`config.mk`:
```
export PLATFORM = sky130hd
export DESIGN_NAME = usb_port_protection_control
export DESIGN_NICKNAME = d
export VERILOG_FILES = /design/src/usb_prot_pkg.sv /design/src/usb_port_protection_control.sv
export SDC_FILE = /design/constraint.sdc
export NUM_CORES = 1
export LEC_CHECK = 0
export BUFFER_PORTS_ARGS = -buffer_cell sky130_fd_sc_hd__buf_4
export CAP_MARGIN = 10
export CORE_UTILIZATION = 52
export CTS_BUF_LIST = sky130_fd_sc_hd__clkbuf_4 sky130_fd_sc_hd__clkbuf_8
export DETAILED_ROUTE_END_ITERATION = 7
export PLACE_DENSITY = 0.83
export SLEW_MARGIN = 40
export SYNTH_ARGS = -nofsm -noshare
export SYNTH_HDL_FRONTEND = slang
export SYNTH_SLANG_ARGS = --single-unit
```
`constraint.sdc`:
```
create_clock -name clk -period 4.4 [get_ports clk]
set_input_delay 0.88 -clock clk [delete_from_list [all_inputs] [get_ports clk]]
set_output_delay 0.88 -clock clk [all_outputs]
set_load 0.005 [all_outputs]
```
`src/usb_prot_pkg.sv`:
```
// Constants, register map and state encodings of the port protection control.
package usb_prot_pkg;

  // Clock and timing.
  localparam int unsigned CLK_PERIOD_NS = 25;
  localparam int unsigned NS_PER_MS     = 1000000;
  localparam int unsigned CNT_W         = 23;
  localparam int unsigned BLANK_TIME_MS       = 2;
  localparam int unsigned RETRY_TIME_MS       = 100;
  localparam int unsigned RELEASE_TIME_MS     = 8;
  localparam int unsigned REV_BLANK_TIME_MS   = 2;
  localparam int unsigned DATA_OFF_TIME_NS    = 200;
  // Longest times round down, least times round up.
  localparam int unsigned BLANK_CYCLES =
    BLANK_TIME_MS * NS_PER_MS / CLK_PERIOD_NS;
  localparam int unsigned RETRY_CYCLES =
    (RETRY_TIME_MS * NS_PER_MS + CLK_PERIOD_NS - 1) / CLK_PERIOD_NS;
  localparam int unsigned RELEASE_CYCLES =
    RELEASE_TIME_MS * NS_PER_MS / CLK_PERIOD_NS;
  localparam int unsigned REV_BLANK_CYCLES =
    REV_BLANK_TIME_MS * NS_PER_MS / CLK_PERIOD_NS;
  localparam int unsigned DATA_OFF_CYCLES =
    DATA_OFF_TIME_NS / CLK_PERIOD_NS;

  // Synchroniser bit positions of the pin inputs.
  localparam int unsigned SYNC_W        = 12;
  localparam int unsigned IX_PWR_EN_N   = 0;
  localparam int unsigned IX_DATA_EN_N  = 1;
  localparam int unsigned IX_OV_CONN    = 2;
  localparam int unsigned IX_OV_DPOS    = 3;
  localparam int unsigned IX_OV_DNEG    = 4;
  localparam int unsigned IX_SHORT_LOW  = 5;
  localparam int unsigned IX_OVER_CUR   = 6;
  localparam int unsigned IX_REV_RISE   = 7;
  localparam int unsigned IX_REV_FALL   = 8;
  localparam int unsigned IX_THERMAL    = 9;
  localparam int unsigned IX_SUPPLY_OK  = 10;
  localparam int unsigned IX_FAULT_PIN  = 11;
  // Enables and the released fault pin idle high, comparators idle low.
  localparam logic [11:0] SYNC_RESET    = 12'h0_803;

  // Register map, byte addresses.
  localparam logic [11:0] CTRL_OFFSET   = 12'h0_000;
  localparam logic [11:0] STATUS_OFFSET = 12'h0_004;
  localparam int unsigned CTRL_FORCE_OFF_BIT = 0;
  localparam logic        CTRL_RESET    = 1'h0;
  localparam logic [1:0]  RESP_OKAY     = 2'h0;
  localparam logic [1:0]  RESP_SLVERR   = 2'h2;

  // Status register field positions.
  localparam int unsigned ST_POWER_ON   = 0;
  localparam int unsigned ST_DATA_ON    = 1;
  localparam int unsigned ST_SHORT      = 2;
  localparam int unsigned ST_OC_LO      = 3;
  localparam int unsigned ST_REVERSE    = 5;
  localparam int unsigned ST_OVER_VOLT  = 6;
  localparam int unsigned ST_THERMAL    = 7;
  localparam int unsigned ST_FAULT      = 8;
  localparam int unsigned ST_FAULT_PIN  = 9;

  // Over-current hiccup states.
  typedef enum logic [1:0] {
    OC_IDLE    = 2'b00,
    OC_BLANK   = 2'b01,
    OC_OFF     = 2'b10,
    OC_RECOVER = 2'b11
  } oc_state_t;

endpackage : usb_prot_pkg

```
`src/usb_port_protection_control.sv`:
```
// Switch selection, fault sequencing and register slave of the port guard.
`timescale 1ns/10ps
`default_nettype none

// Behaviour
// - Data switch follows the data enable; the power enable reaches it only through connector over-voltage and short.
// - Enables low/low both on, low/high power, high/low data, high/high off.
// - Normal mode only when enabled, supplies good and no fault active.
// - Over-voltage on any protected pin turns all switches off, asserts fault.
// - When over-voltage clears, switches return and fault releases unaided.
// - Over-voltage on a disabled path is ignored; that path stays off.
// - Connector below short threshold while enabled: short mode, fault, fixed current.
// - Connector back above short threshold: normal operation, fault released.
// - Current above limit: over-current state, current held at limit, fault.
// - Over-current lasting the blanking time turns power off, then retries.
// - Retry without over-current releases fault; otherwise cycle repeats.
// - Reverse voltage held for the reverse blanking time asserts fault.
// - Reverse difference below falling threshold releases fault, normal again.
// - Over-temperature turns power and data off and drives fault low.
// - Fault output is the OR of all five fault conditions.
// - Data switch turns off within 200 ns of an over-voltage.
// - Fault and power off within 2 ms of over-current onset.
// - Power stays off at least 100 ms after an over-current shutoff.
// - Fault releases 8 ms after the retry ends if over-current is gone.
// - Internal clock times the intervals; fault pin is open drain.
module usb_port_protection_control #(
  parameter int unsigned BLANK_CNT     = usb_prot_pkg::BLANK_CYCLES,
  parameter int unsigned RETRY_CNT     = usb_prot_pkg::RETRY_CYCLES,
  parameter int unsigned RELEASE_CNT   = usb_prot_pkg::RELEASE_CYCLES,
  parameter int unsigned REV_BLANK_CNT = usb_prot_pkg::REV_BLANK_CYCLES
) (
  // Clock and reset.
  input  wire logic        clk,
  input  wire logic        srst,
  // Controller enables, active low.
  input  wire logic        power_path_enable_n,
  input  wire logic        data_path_enable_n,
  // Analog comparator results.
  input  wire logic        connector_power_ov,
  input  wire logic        connector_data_pos_ov,
  input  wire logic        connector_data_neg_ov,
  input  wire logic        connector_below_short,
  input  wire logic        over_current,
  input  wire logic        reverse_above_rising,
  input  wire logic        reverse_below_falling,
  input  wire logic        thermal_over,
  input  wire logic        supplies_ok,
  // Open-drain fault pin.
  input  wire logic        fault_out_n_in,
  output logic             fault_out_n_out,
  output logic             fault_out_n_oe_n,
  // Switch drivers.
  output logic             power_switch_on,
  output logic             data_switch_on,
  output logic             short_current_mode,
  output logic             current_limit_mode,
  // Register bus.
  input  wire logic [11:0] s_axi_awaddr,
  input  wire logic        s_axi_awvalid,
  output logic             s_axi_awready,
  input  wire logic [31:0] s_axi_wdata,
  input  wire logic [3:0]  s_axi_wstrb,
  input  wire logic        s_axi_wvalid,
  output logic             s_axi_wready,
  output logic [1:0]       s_axi_bresp,
  output logic             s_axi_bvalid,
  input  wire logic        s_axi_bready,
  input  wire logic [11:0] s_axi_araddr,
  input  wire logic        s_axi_arvalid,
  output logic             s_axi_arready,
  output logic [31:0]      s_axi_rdata,
  output logic [1:0]       s_axi_rresp,
  output logic             s_axi_rvalid,
  input  wire logic        s_axi_rready
);

  localparam int unsigned W = usb_prot_pkg::CNT_W;
  localparam logic [W-1:0] BLANK_LAST   = W'(BLANK_CNT - 1);
  localparam logic [W-1:0] RETRY_LAST   = W'(RETRY_CNT - 1);
  localparam logic [W-1:0] RELEASE_LAST = W'(RELEASE_CNT - 1);
  localparam logic [W-1:0] REV_LAST     = W'(REV_BLANK_CNT - 1);

  typedef struct packed {
    logic [usb_prot_pkg::SYNC_W-1:0] sync1;
    logic [usb_prot_pkg::SYNC_W-1:0] sync2;
    usb_prot_pkg::oc_state_t         oc;
    logic [W-1:0]                    oc_cnt;
    logic [W-1:0]                    rev_cnt;
    logic                            rev_fault;
    logic                            force_off;
    logic                            power_on;
    logic                            data_on;
    logic                            short_mode;
    logic                            limit_mode;
    logic                            fault_drv;
    logic                            fault_pin_out;
    logic                            awready;
    logic                            wready;
    logic                            aw_got;
    logic                            w_got;
    logic [11:0]                     awaddr;
    logic [31:0]                     wdata;
    logic                            wstrb0;
    logic                            bvalid;
    logic [1:0]                      bresp;
    logic                            arready;
    logic                            rvalid;
    logic [1:0]                      rresp;
    logic [31:0]                     rdata;
  } state_t;

  state_t s;
  state_t next_s;

  // Returns 1 for the control register, 2 for status, 0 for unmapped.
  function automatic logic [1:0] reg_select(input logic [11:0] addr);
    logic [1:0] sel;
    sel = 2'h0;
    if (addr[11:2] == usb_prot_pkg::CTRL_OFFSET[11:2]) begin
      sel = 2'h1;
    end else if (addr[11:2] == usb_prot_pkg::STATUS_OFFSET[11:2]) begin
      sel = 2'h2;
    end
    return sel;
  endfunction : reg_select

  logic [usb_prot_pkg::SYNC_W-1:0] pins;
  logic power_req;
  logic data_req;
  logic ov_hit;
  logic thermal;
  logic short_hit;
  logic oc_fault;
  logic fault_any;
  logic [31:0] status_word;

  always_comb begin
    pins = s.sync2;
    // Enables act only with good supplies and no software override.
    power_req = ~pins[usb_prot_pkg::IX_PWR_EN_N]
                & pins[usb_prot_pkg::IX_SUPPLY_OK] & ~s.force_off;
    data_req  = ~pins[usb_prot_pkg::IX_DATA_EN_N]
                & pins[usb_prot_pkg::IX_SUPPLY_OK] & ~s.force_off;
    thermal = pins[usb_prot_pkg::IX_THERMAL];
    // Over-voltage counts only on a path that is enabled.
    ov_hit = (power_req & pins[usb_prot_pkg::IX_OV_CONN])
             | (data_req & (pins[usb_prot_pkg::IX_OV_DPOS]
                            | pins[usb_prot_pkg::IX_OV_DNEG]));
    short_hit = power_req & pins[usb_prot_pkg::IX_SHORT_LOW]
                & ~ov_hit & ~thermal;
    // Over-current and reverse faults come from registered state, so they
    // reach the pin one clock after the level causes do; one 25 ns cycle is
    // nothing against limits counted in milliseconds.
    oc_fault = (s.oc != usb_prot_pkg::OC_IDLE);
    fault_any = ov_hit | oc_fault | short_hit | s.rev_fault
                | thermal;
    status_word = 32'h0000_0000;
    status_word[usb_prot_pkg::ST_POWER_ON]  = s.power_on;
    status_word[usb_prot_pkg::ST_DATA_ON]   = s.data_on;
    status_word[usb_prot_pkg::ST_SHORT]     = s.short_mode;
    status_word[usb_prot_pkg::ST_OC_LO +: 2] = s.oc;
    status_word[usb_prot_pkg::ST_REVERSE]   = s.rev_fault;
    status_word[usb_prot_pkg::ST_OVER_VOLT] = ov_hit;
    status_word[usb_prot_pkg::ST_THERMAL]   = thermal;
    status_word[usb_prot_pkg::ST_FAULT]     = s.fault_drv;
    status_word[usb_prot_pkg::ST_FAULT_PIN] =
      pins[usb_prot_pkg::IX_FAULT_PIN];

    next_s = s;
    // The first stage feeds only the second stage.
    next_s.sync1 = {fault_out_n_in, supplies_ok, thermal_over,
                    reverse_below_falling, reverse_above_rising,
                    over_current, connector_below_short,
                    connector_data_neg_ov, connector_data_pos_ov,
                    connector_power_ov, data_path_enable_n,
                    power_path_enable_n};
    next_s.sync2 = s.sync1;

    // Hiccup sequencer, timed by the system clock counters.
    if (!power_req || ov_hit || thermal || short_hit) begin
      next_s.oc     = usb_prot_pkg::OC_IDLE;
      next_s.oc_cnt = '0;
    end else begin
      unique case (s.oc)
        usb_prot_pkg::OC_IDLE: begin
          next_s.oc_cnt = '0;
          if (pins[usb_prot_pkg::IX_OVER_CUR]) begin
            next_s.oc = usb_prot_pkg::OC_BLANK;
          end
        end
        usb_prot_pkg::OC_BLANK: begin
          if (!pins[usb_prot_pkg::IX_OVER_CUR]) begin
            next_s.oc     = usb_prot_pkg::OC_IDLE;
            next_s.oc_cnt = '0;
          end else if (s.oc_cnt == BLANK_LAST) begin
            next_s.oc     = usb_prot_pkg::OC_OFF;
            next_s.oc_cnt = '0;
          end else begin
            next_s.oc_cnt = s.oc_cnt + 1'b1;
          end
        end
        usb_prot_pkg::OC_OFF: begin
          if (s.oc_cnt == RETRY_LAST) begin
            next_s.oc     = usb_prot_pkg::OC_RECOVER;
            next_s.oc_cnt = '0;
          end else begin
            next_s.oc_cnt = s.oc_cnt + 1'b1;
          end
        end
        usb_prot_pkg::OC_RECOVER: begin
          if (pins[usb_prot_pkg::IX_OVER_CUR]) begin
            next_s.oc     = usb_prot_pkg::OC_BLANK;
            next_s.oc_cnt = '0;
          end else if (s.oc_cnt == RELEASE_LAST) begin
            next_s.oc     = usb_prot_pkg::OC_IDLE;
            next_s.oc_cnt = '0;
          end else begin
            next_s.oc_cnt = s.oc_cnt + 1'b1;
          end
        end
      endcase
    end

    // Reverse detection leaves the switches as they are.
    if (s.rev_fault) begin
      next_s.rev_cnt = '0;
      if (pins[usb_prot_pkg::IX_REV_FALL]) begin
        next_s.rev_fault = 1'b0;
      end
    end else if (power_req && pins[usb_prot_pkg::IX_REV_RISE]) begin
      if (s.rev_cnt == REV_LAST) begin
        next_s.rev_fault = 1'b1;
        next_s.rev_cnt   = '0;
      end else begin
        next_s.rev_cnt = s.rev_cnt + 1'b1;
      end
    end else begin
      next_s.rev_cnt = '0;
    end

    // A fault removed is followed by automatic return of the paths.
    next_s.power_on = power_req & ~ov_hit & ~thermal
                      & (s.oc != usb_prot_pkg::OC_OFF);
    // Data is one register behind the synchroniser, well inside 200 ns.
    next_s.data_on = data_req & ~ov_hit & ~thermal
                     & ~short_hit;
    next_s.short_mode = short_hit;
    next_s.limit_mode = (s.oc == usb_prot_pkg::OC_BLANK);
    next_s.fault_drv  = fault_any;
    next_s.fault_pin_out = 1'b0;

    // Write channel: address and data taken in either order.
    if (s_axi_awvalid && s.awready) begin
      next_s.aw_got = 1'b1;
      next_s.awaddr = s_axi_awaddr;
    end
    if (s_axi_wvalid && s.wready) begin
      next_s.w_got  = 1'b1;
      next_s.wdata  = s_axi_wdata;
      next_s.wstrb0 = s_axi_wstrb[0];
    end
    if (s.bvalid && s_axi_bready) begin
      next_s.bvalid = 1'b0;
    end
    if (s.aw_got && s.w_got && !s.bvalid) begin
      next_s.aw_got = 1'b0;
      next_s.w_got  = 1'b0;
      next_s.bvalid = 1'b1;
      next_s.bresp  = usb_prot_pkg::RESP_OKAY;
      unique case (reg_select(s.awaddr))
        2'h1: begin
          if (s.wstrb0) begin
            next_s.force_off =
              s.wdata[usb_prot_pkg::CTRL_FORCE_OFF_BIT];
          end
        end
        2'h2: begin
          next_s.bresp = usb_prot_pkg::RESP_OKAY;
        end
        default: begin
          next_s.bresp = usb_prot_pkg::RESP_SLVERR;
        end
      endcase
    end
    next_s.awready = ~next_s.aw_got & ~next_s.bvalid;
    next_s.wready  = ~next_s.w_got & ~next_s.bvalid;

    // Read channel. Status is captured on the edge that takes the address,
    // so a level that changes while rvalid waits is not reflected.
    if (s.rvalid && s_axi_rready) begin
      next_s.rvalid = 1'b0;
    end
    if (s_axi_arvalid && s.arready) begin
      next_s.rvalid = 1'b1;
      next_s.rresp  = usb_prot_pkg::RESP_OKAY;
      unique case (reg_select(s_axi_araddr))
        2'h1: next_s.rdata = {31'h0000_0000, s.force_off};
        2'h2: next_s.rdata = status_word;
        default: begin
          next_s.rdata = 32'h0000_0000;
          next_s.rresp = usb_prot_pkg::RESP_SLVERR;
        end
      endcase
    end
    next_s.arready = ~next_s.rvalid;
  end

  always_ff @(posedge clk) begin
    if (srst) begin
      s               <= '0;
      s.sync1         <= usb_prot_pkg::SYNC_RESET;
      s.sync2         <= usb_prot_pkg::SYNC_RESET;
      s.oc            <= usb_prot_pkg::OC_IDLE;
      s.force_off     <= usb_prot_pkg::CTRL_RESET;
      // Ready outputs come up high so the first request is taken at once.
      s.awready       <= 1'b1;
      s.wready        <= 1'b1;
      s.arready       <= 1'b1;
    end else begin
      s <= next_s;
    end
  end

  // Open drain: the enable is low while the pin is pulled low.
  assign fault_out_n_out    = s.fault_pin_out;
  assign fault_out_n_oe_n   = ~s.fault_drv;
  assign power_switch_on    = s.power_on;
  assign data_switch_on     = s.data_on;
  assign short_current_mode = s.short_mode;
  assign current_limit_mode = s.limit_mode;
  assign s_axi_awready      = s.awready;
  assign s_axi_wready       = s.wready;
  assign s_axi_bvalid       = s.bvalid;
  assign s_axi_bresp        = s.bresp;
  assign s_axi_arready      = s.arready;
  assign s_axi_rvalid       = s.rvalid;
  assign s_axi_rresp        = s.rresp;
  assign s_axi_rdata        = s.rdata;

endmodule : usb_port_protection_control

`default_nettype wire

```
# ---- Yosys cells after proc, flatten, opt, wreduce, memory -nomap -nowiden
# Cells that the tools add are included.
dict set report word_totals {
  register_bits 168
  in_bits 79
  output_inout_bits 47
  elab_cells 134
}
dict set report op_classes {
  addsub 2
  n_eq_ne 18
  mux 30
  bitwise 35
  n_reduce_logical 23
}
# op n
set ops {}
lappend ops {{25-bit case mux with 4 select lines} 1}
lappend ops {{23-bit two-way mux} 3}
lappend ops {{25-bit two-way mux} 2}
lappend ops {{23-bit by 1-bit adder with 23-bit output, second input constant} 2}
lappend ops {{23-bit by 17-bit == test with 1-bit output, second input constant} 2}
lappend ops {{35-bit two-way mux} 1}
lappend ops {{2-bit two-way mux} 13}
lappend ops {{23-bit by 19-bit == test with 1-bit output, second input constant} 1}
lappend ops {{23-bit by 22-bit == test with 1-bit output, second input constant} 1}
lappend ops {{10-bit by 1-bit == test with 1-bit output, second input constant} 2}
lappend ops {{10-bit zero test} 2}
lappend ops {{10-bit case mux with 2 select lines} 1}
lappend ops {{1-bit AND} 17}
lappend ops {{1-bit NOT} 12}
lappend ops {{2-bit == test, second input constant} 4}
lappend ops {{1-bit logical AND} 8}
lappend ops {{1-bit two-way mux} 8}
lappend ops {{2-bit by 1-bit == test with 1-bit output, second input constant} 3}
lappend ops {{2-bit inequality test, second input constant} 3}
lappend ops {{1-bit bitwise OR} 6}
lappend ops {{2-bit OR reduction} 3}
lappend ops {{4-bit AND reduction} 1}
lappend ops {{4-bit OR reduction} 1}
lappend ops {{1-bit logical OR} 3}
lappend ops {{other kinds (7)} 8}

# ---- Logic depth before layout (Yosys ltp)
dict set report depth {
  depth_word 11
  mapped_depth 7
  mapped_depth_nobuf 6
}

# ---- Worst setup path before layout
# No wires, ideal clock.
dict set report synth_path {
  kind {input-to-reg}
  start {in s_axi_araddr[7]}
  end {reg s, in the netlist s_axi_rdata[6]}
  setup_ns 0.078
  arrival_ns 2.279
  required_time_ns 4.322
  setup_slack_ns 2.043
  path_stages 6
  n_path_buf 1
  path_cell_list {or4_1 nor4_2 a21oi_1 or2_0 buf_2 nor3_1}
}
dict set report synth_via {
  elab_chain_cells 6
  elab_cells_between_ends 8
  cone_classes {3 x eq/ne; 4 x mux; 1 x reduce/logical}
}
# item line
set synth_lines {}
lappend synth_lines {{start, declared} usb_port_protection_control.sv:68} ;# input wire logic [11:0] s_axi_araddr,
lappend synth_lines {{10-bit by 1-bit == test with 1-bit output} usb_port_protection_control.sv:121} ;# end else if (addr[11:2] == usb_prot_pkg::STATUS_OFFSET[11:2]) begin
lappend synth_lines {{2-bit two-way mux} usb_port_protection_control.sv:121}
lappend synth_lines {{2-bit two-way mux (*)} usb_port_protection_control.sv:119} ;# if (addr[11:2] == usb_prot_pkg::CTRL_OFFSET[11:2]) begin
lappend synth_lines {{2-bit two-way mux (*)} usb_port_protection_control.sv:293} ;# if (s_axi_arvalid && s.arready) begin
lappend synth_lines {{2-bit == test / 2-bit by 1-bit == test with 1-bit output (equally long branches)} usb_port_protection_control.sv:296} ;# unique case (reg_select(s_axi_araddr))
lappend synth_lines {{10-bit case mux with 2 select lines (*)} usb_port_protection_control.sv:296}
lappend synth_lines {{end signal, assigned} usb_port_protection_control.sv:320} ;# s <= next_s;
lappend synth_lines {{end, declared} usb_port_protection_control.sv:112} ;# state_t s;
# Every way passes the cells marked *; elsewhere a longest branch is shown, timed or not. The select of a mux whose other input is x is not followed.
# A chain may end at the register's enable or synchronous reset.

# ---- Worst setup path after layout
dict set report layout_path {
  start {in srst}
  end {reg s[114] in the netlist's numbering}
}
dict set report layout_via {
  elab_chain_cells 1
}
# item line
set layout_lines {}
lappend layout_lines {{start, declared} usb_port_protection_control.sv:34} ;# input wire logic srst,
lappend layout_lines {{4-bit OR reduction (no source line)} --}
# Every way passes these cells.

==> summary.md <==
| Metric | Value |
|---|---|
| Status | finished, final reports clean |
| Worst path required time | 4690 ps |
| Clock Path Buffers | 2 |
| Netlist cell types | 48 |
| Post-CTS Hold Buffers | 0 |
| Area contributors post-synth | dfxtp_1 (47%), buf_4 (6.0%), nand2_1 (4.8%) |
| Total number of vias | roughly 3600 |
| Initial Util | 53.5% |
| Initial antenna violation count | 0 |
| Slowest cell on the critical path | or4b_2 |
| Power density cells | 350 nW/µm² |
| Fin crit share | 58.3% |
| Final #Nets | 641 |
| Mean number of vias per cell | around 5.3 |
| Routed WL per cell | 13.2 µm |
| Vias in the first global route | 3225 |
| Final setup fails | 0 |
| Global placer's final weighted congestion | 0.836 |
| Final Max Tran Viols | 0 |
| Cells after Synth | 519 |
| Register area share after synthesis | a little under half |
| Final wirelength | 8920 µm |
| Setup crit end kind | register |
| PortBufs | 62 |
| Post-synthesis cell area | 4640 µm² |
| Hold Crit Class | reg -> reg |
| CP peak stage delay | 920 ps |
| Crit path max-delay family | simple AND/OR/NAND/NOR gates |
| Clk sink count | 110 |
| Area delta synth->final | 11.9% |
| Peak VDD IR | 0.231 mV |
| Arrival @ worst endpoint | 2860 ps |
| Global-route wire length before repair | ~15000 µm |
| Largest net degree at the start of global routing | roughly 50 |
| Total GRT Usage | between 20% and 30% |
| Crit-path cells | buf_4 -> or4b_1 -> or4b_2 -> nor2_1 |
| Antenna Nets Post-Route | 0 |
| Min Tclk post-route | 2570 ps |
| CTS tree | built |
| DP Area | 4970 µm² |
| Clock Root Buffer | clkbuf_8 |
| Slew headroom | 58.4% |
| Post-synth ARST share | 0% |
| Num ports | 126 |
| Die H | 96.5 µm |
| Synth top area share | 47.4% |
| Final instance area | 5190 µm² |
| Number of flops mapped to enable cells by yosys | 0 |
| Dpl hpwl | around 6400 µm |
| Syn avg cell area | ~8.9 µm² |
| Final hold slack | 404 ps |
| Setup Buffers After CTS | 0 |
| Clk_lat worst skew | 360 ps |
| Clock Skews | 13.1 ps |
| CP Launch Type | input pin |
| Dominant cell type by area after synthesis | dfxtp_1 |
| DIE WIDTH | about 97 µm |
| Rows | 34 |
| Worst-path maximum fanout | 50 |
| Grt total ovfl | 0 |
| WS Path Type | in -> reg |
| RSZ-0062 raised after global routing | false |
| Least-Margin Pin Slew | slightly above 600 ps |
| Final setup TNS | 0 ps |
| Clock Pin Slew Worst Setup and Hold Paths | 110 ps |
| Post-CTS resize count | 0 |
| Antenna diode instance count | 0 |
| Fmax | 0.390 GHz |
| Synth warn | 0 |
| Buf+Inv Stages, Crit Path | 1 |
| CTS Buf Count | 9 |
| Share of layout cells above drive strength 1 | 16.8% |
| Total core area | 8680 µm² |
| Die footprint | 9310 µm² |
| Post-synthesis register bit count | between 100 and 150 |
| Max-cap violations | 0 |
| Hold Vio Cnt, Final | 0 |
| Number of H-tree levels | 3 |
| DRC viols | 0 |
| First drt pass iteration count | 4 |
| 1st-iter DRT viols | 138 |
| Leakage | between 0.0015 and 0.002 µW |
| Predominant post-synthesis flop cell | dfxtp_1 |
placed cells by master (no fill, tap or decap), drive strengths merged, types with 2 or more instances in the layout:
| master | synthesis | routed |
|---|---|---|
| clkbuf | 11 | 9 |
| inv | 8 | 10 |
| conb | 1 | 25 |
| nand3 | 23 | 23 |
| bufinv | 0 | 2 |
| dfxtp | 110 | 110 |
| nand2 | 60 | 60 |
| xnor2 | 20 | 20 |
| or4 | 2 | 2 |
| nor4b | 4 | 4 |
| or3 | 2 | 2 |
| o31a | 2 | 2 |
| nor2 | 48 | 48 |
| and3 | 3 | 3 |
| nand4 | 12 | 12 |
| xor2 | 22 | 22 |
| nor4 | 11 | 11 |
| and4 | 6 | 6 |
| or2 | 9 | 9 |
| mux2i | 2 | 2 |
| nor3b | 7 | 7 |
| a221oi | 2 | 2 |
| and2 | 3 | 3 |
| nand2b | 5 | 5 |
| buf | 46 | 63 |
| o21ai | 3 | 3 |
| nor2b | 22 | 22 |
| a211oi | 2 | 2 |
| ha | 2 | 2 |
| clkinv | 0 | 2 |
| or4b | 2 | 2 |
| nor3 | 33 | 33 |
| a21oi | 27 | 27 |
synth_stat cells (11+ instances only):
library cell and instances:
nand4_1 12, clkbuf_1 11, nand2_1 60, dfxtp_1 110
nand3_1 23, xor2_1 22, nor3_1 33, nor2b_1 22
buf_4 37, xnor2_1 20, a21oi_1 27, nor2_1 48
sequential cells by signal (all words and copies together) (netlist names), named ones only:
register,flops
current_limit_mode,1
data_switch_on,1
next_s,12
pins,12
power_switch_on,1
s,64
s_axi_arready,1
s_axi_awready,1
s_axi_bresp,1
s_axi_bvalid,1
s_axi_rdata,10
s_axi_rresp,1
s_axi_rvalid,1
s_axi_wready,1
short_current_mode,1
per-layer routing:
layer / up-vias / wire length [µm] / share of wire [%] / track usage (%)
li1: 1774 / - / - / -
met1: 1670 / 4050 / 45 / 27.3
met2: 100 / 4290 / 48 / 32.6
met3: 16 / 398 / 4.5 / 4.15
met4: 0 / 175 / 2.0 / 8.09
met5: - / 0 / 0 / 0
final timing paths:
kind / startpoint / endpoint / slack (ps) / depth (start not counted)
setup / recovery: srst / s[114]$_SDFF_PP0_ / 1830 / 4
setup reg to reg: s[132]$_SDFF_PP0_ / s[123]$_SDFF_PP0_ / 2000 / 6
hold / removal: next_s[155]$_SDFF_PP1_ / pins[11]$_SDFF_PP1_ / 400 / 1
hold reg to reg: next_s[155]$_SDFF_PP1_ / pins[11]$_SDFF_PP1_ / 400 / 1
area by class of cell:
| cell class | instances | area (µm²) |
|---|---|---|
| clock buffers | 9 | 124 |
| well taps | 108 | 135 |
| inverters | 8 | 30.0 |
| repair buffers | 63 | 477 |
| clock inverters | 7 | 105 |
| flip-flops and latches | 110 | 2200 |
| multi-input cells | 368 | 2120 |
| fillers | 747 | 3480 |
power by group:
| part | leakage (µW) | internal (µW) | total (µW) | switching (µW) |
|---|---|---|---|---|
| sequential | 0.000896 | 1020 | 1040 | 14.3 |
| combinational | 0.000858 | 52.7 | 104 | 50.8 |
| clock | 0.000112 | 329 | 677 | 348 |
per-stage QoR:
step | util, % | cells | total power, µW | worst slack [ps]
finish | 59.9 | 673 | 1820 | 1830
global route | 59.9 | 673 | 1880 | 1720
CTS | 59.9 | 673 | 1830 | 1870
detailed placement | 57.2 | 657 | 1160 | 1500
global placement | 57.0 | 656 | 1160 | 1540
floorplan | - | 543 | 1130 | 2040
worst register-to-register path, cell delays in order, from the launching register on:
cell and delay, ps:
dfxtp_1 430, nor4b_1 460, nand2_1 110, or3_4 410
a311oi_4 540, buf_6 230, nor3_1 80
cells by family (layout without fill, tap and decap cells):
| group | Yosys count | count (layout) | synth area share, % |
|---|---|---|---|
| compound gates | 39 | 39 | 5.52 |
| xor+xnor | 42 | 42 | 7.92 |
| fa+ha+maj | 2 | 2 | 0.539 |
| buf+inv | 65 | 87 | 9.00 |
| flops | 110 | 110 | 47.4 |
| mux | 3 | 3 | 0.673 |
| other cells | 1 | 25 | 0.0807 |
| simple gates | 257 | 257 | 28.9 |
Power figures use the tool's default switching activity.
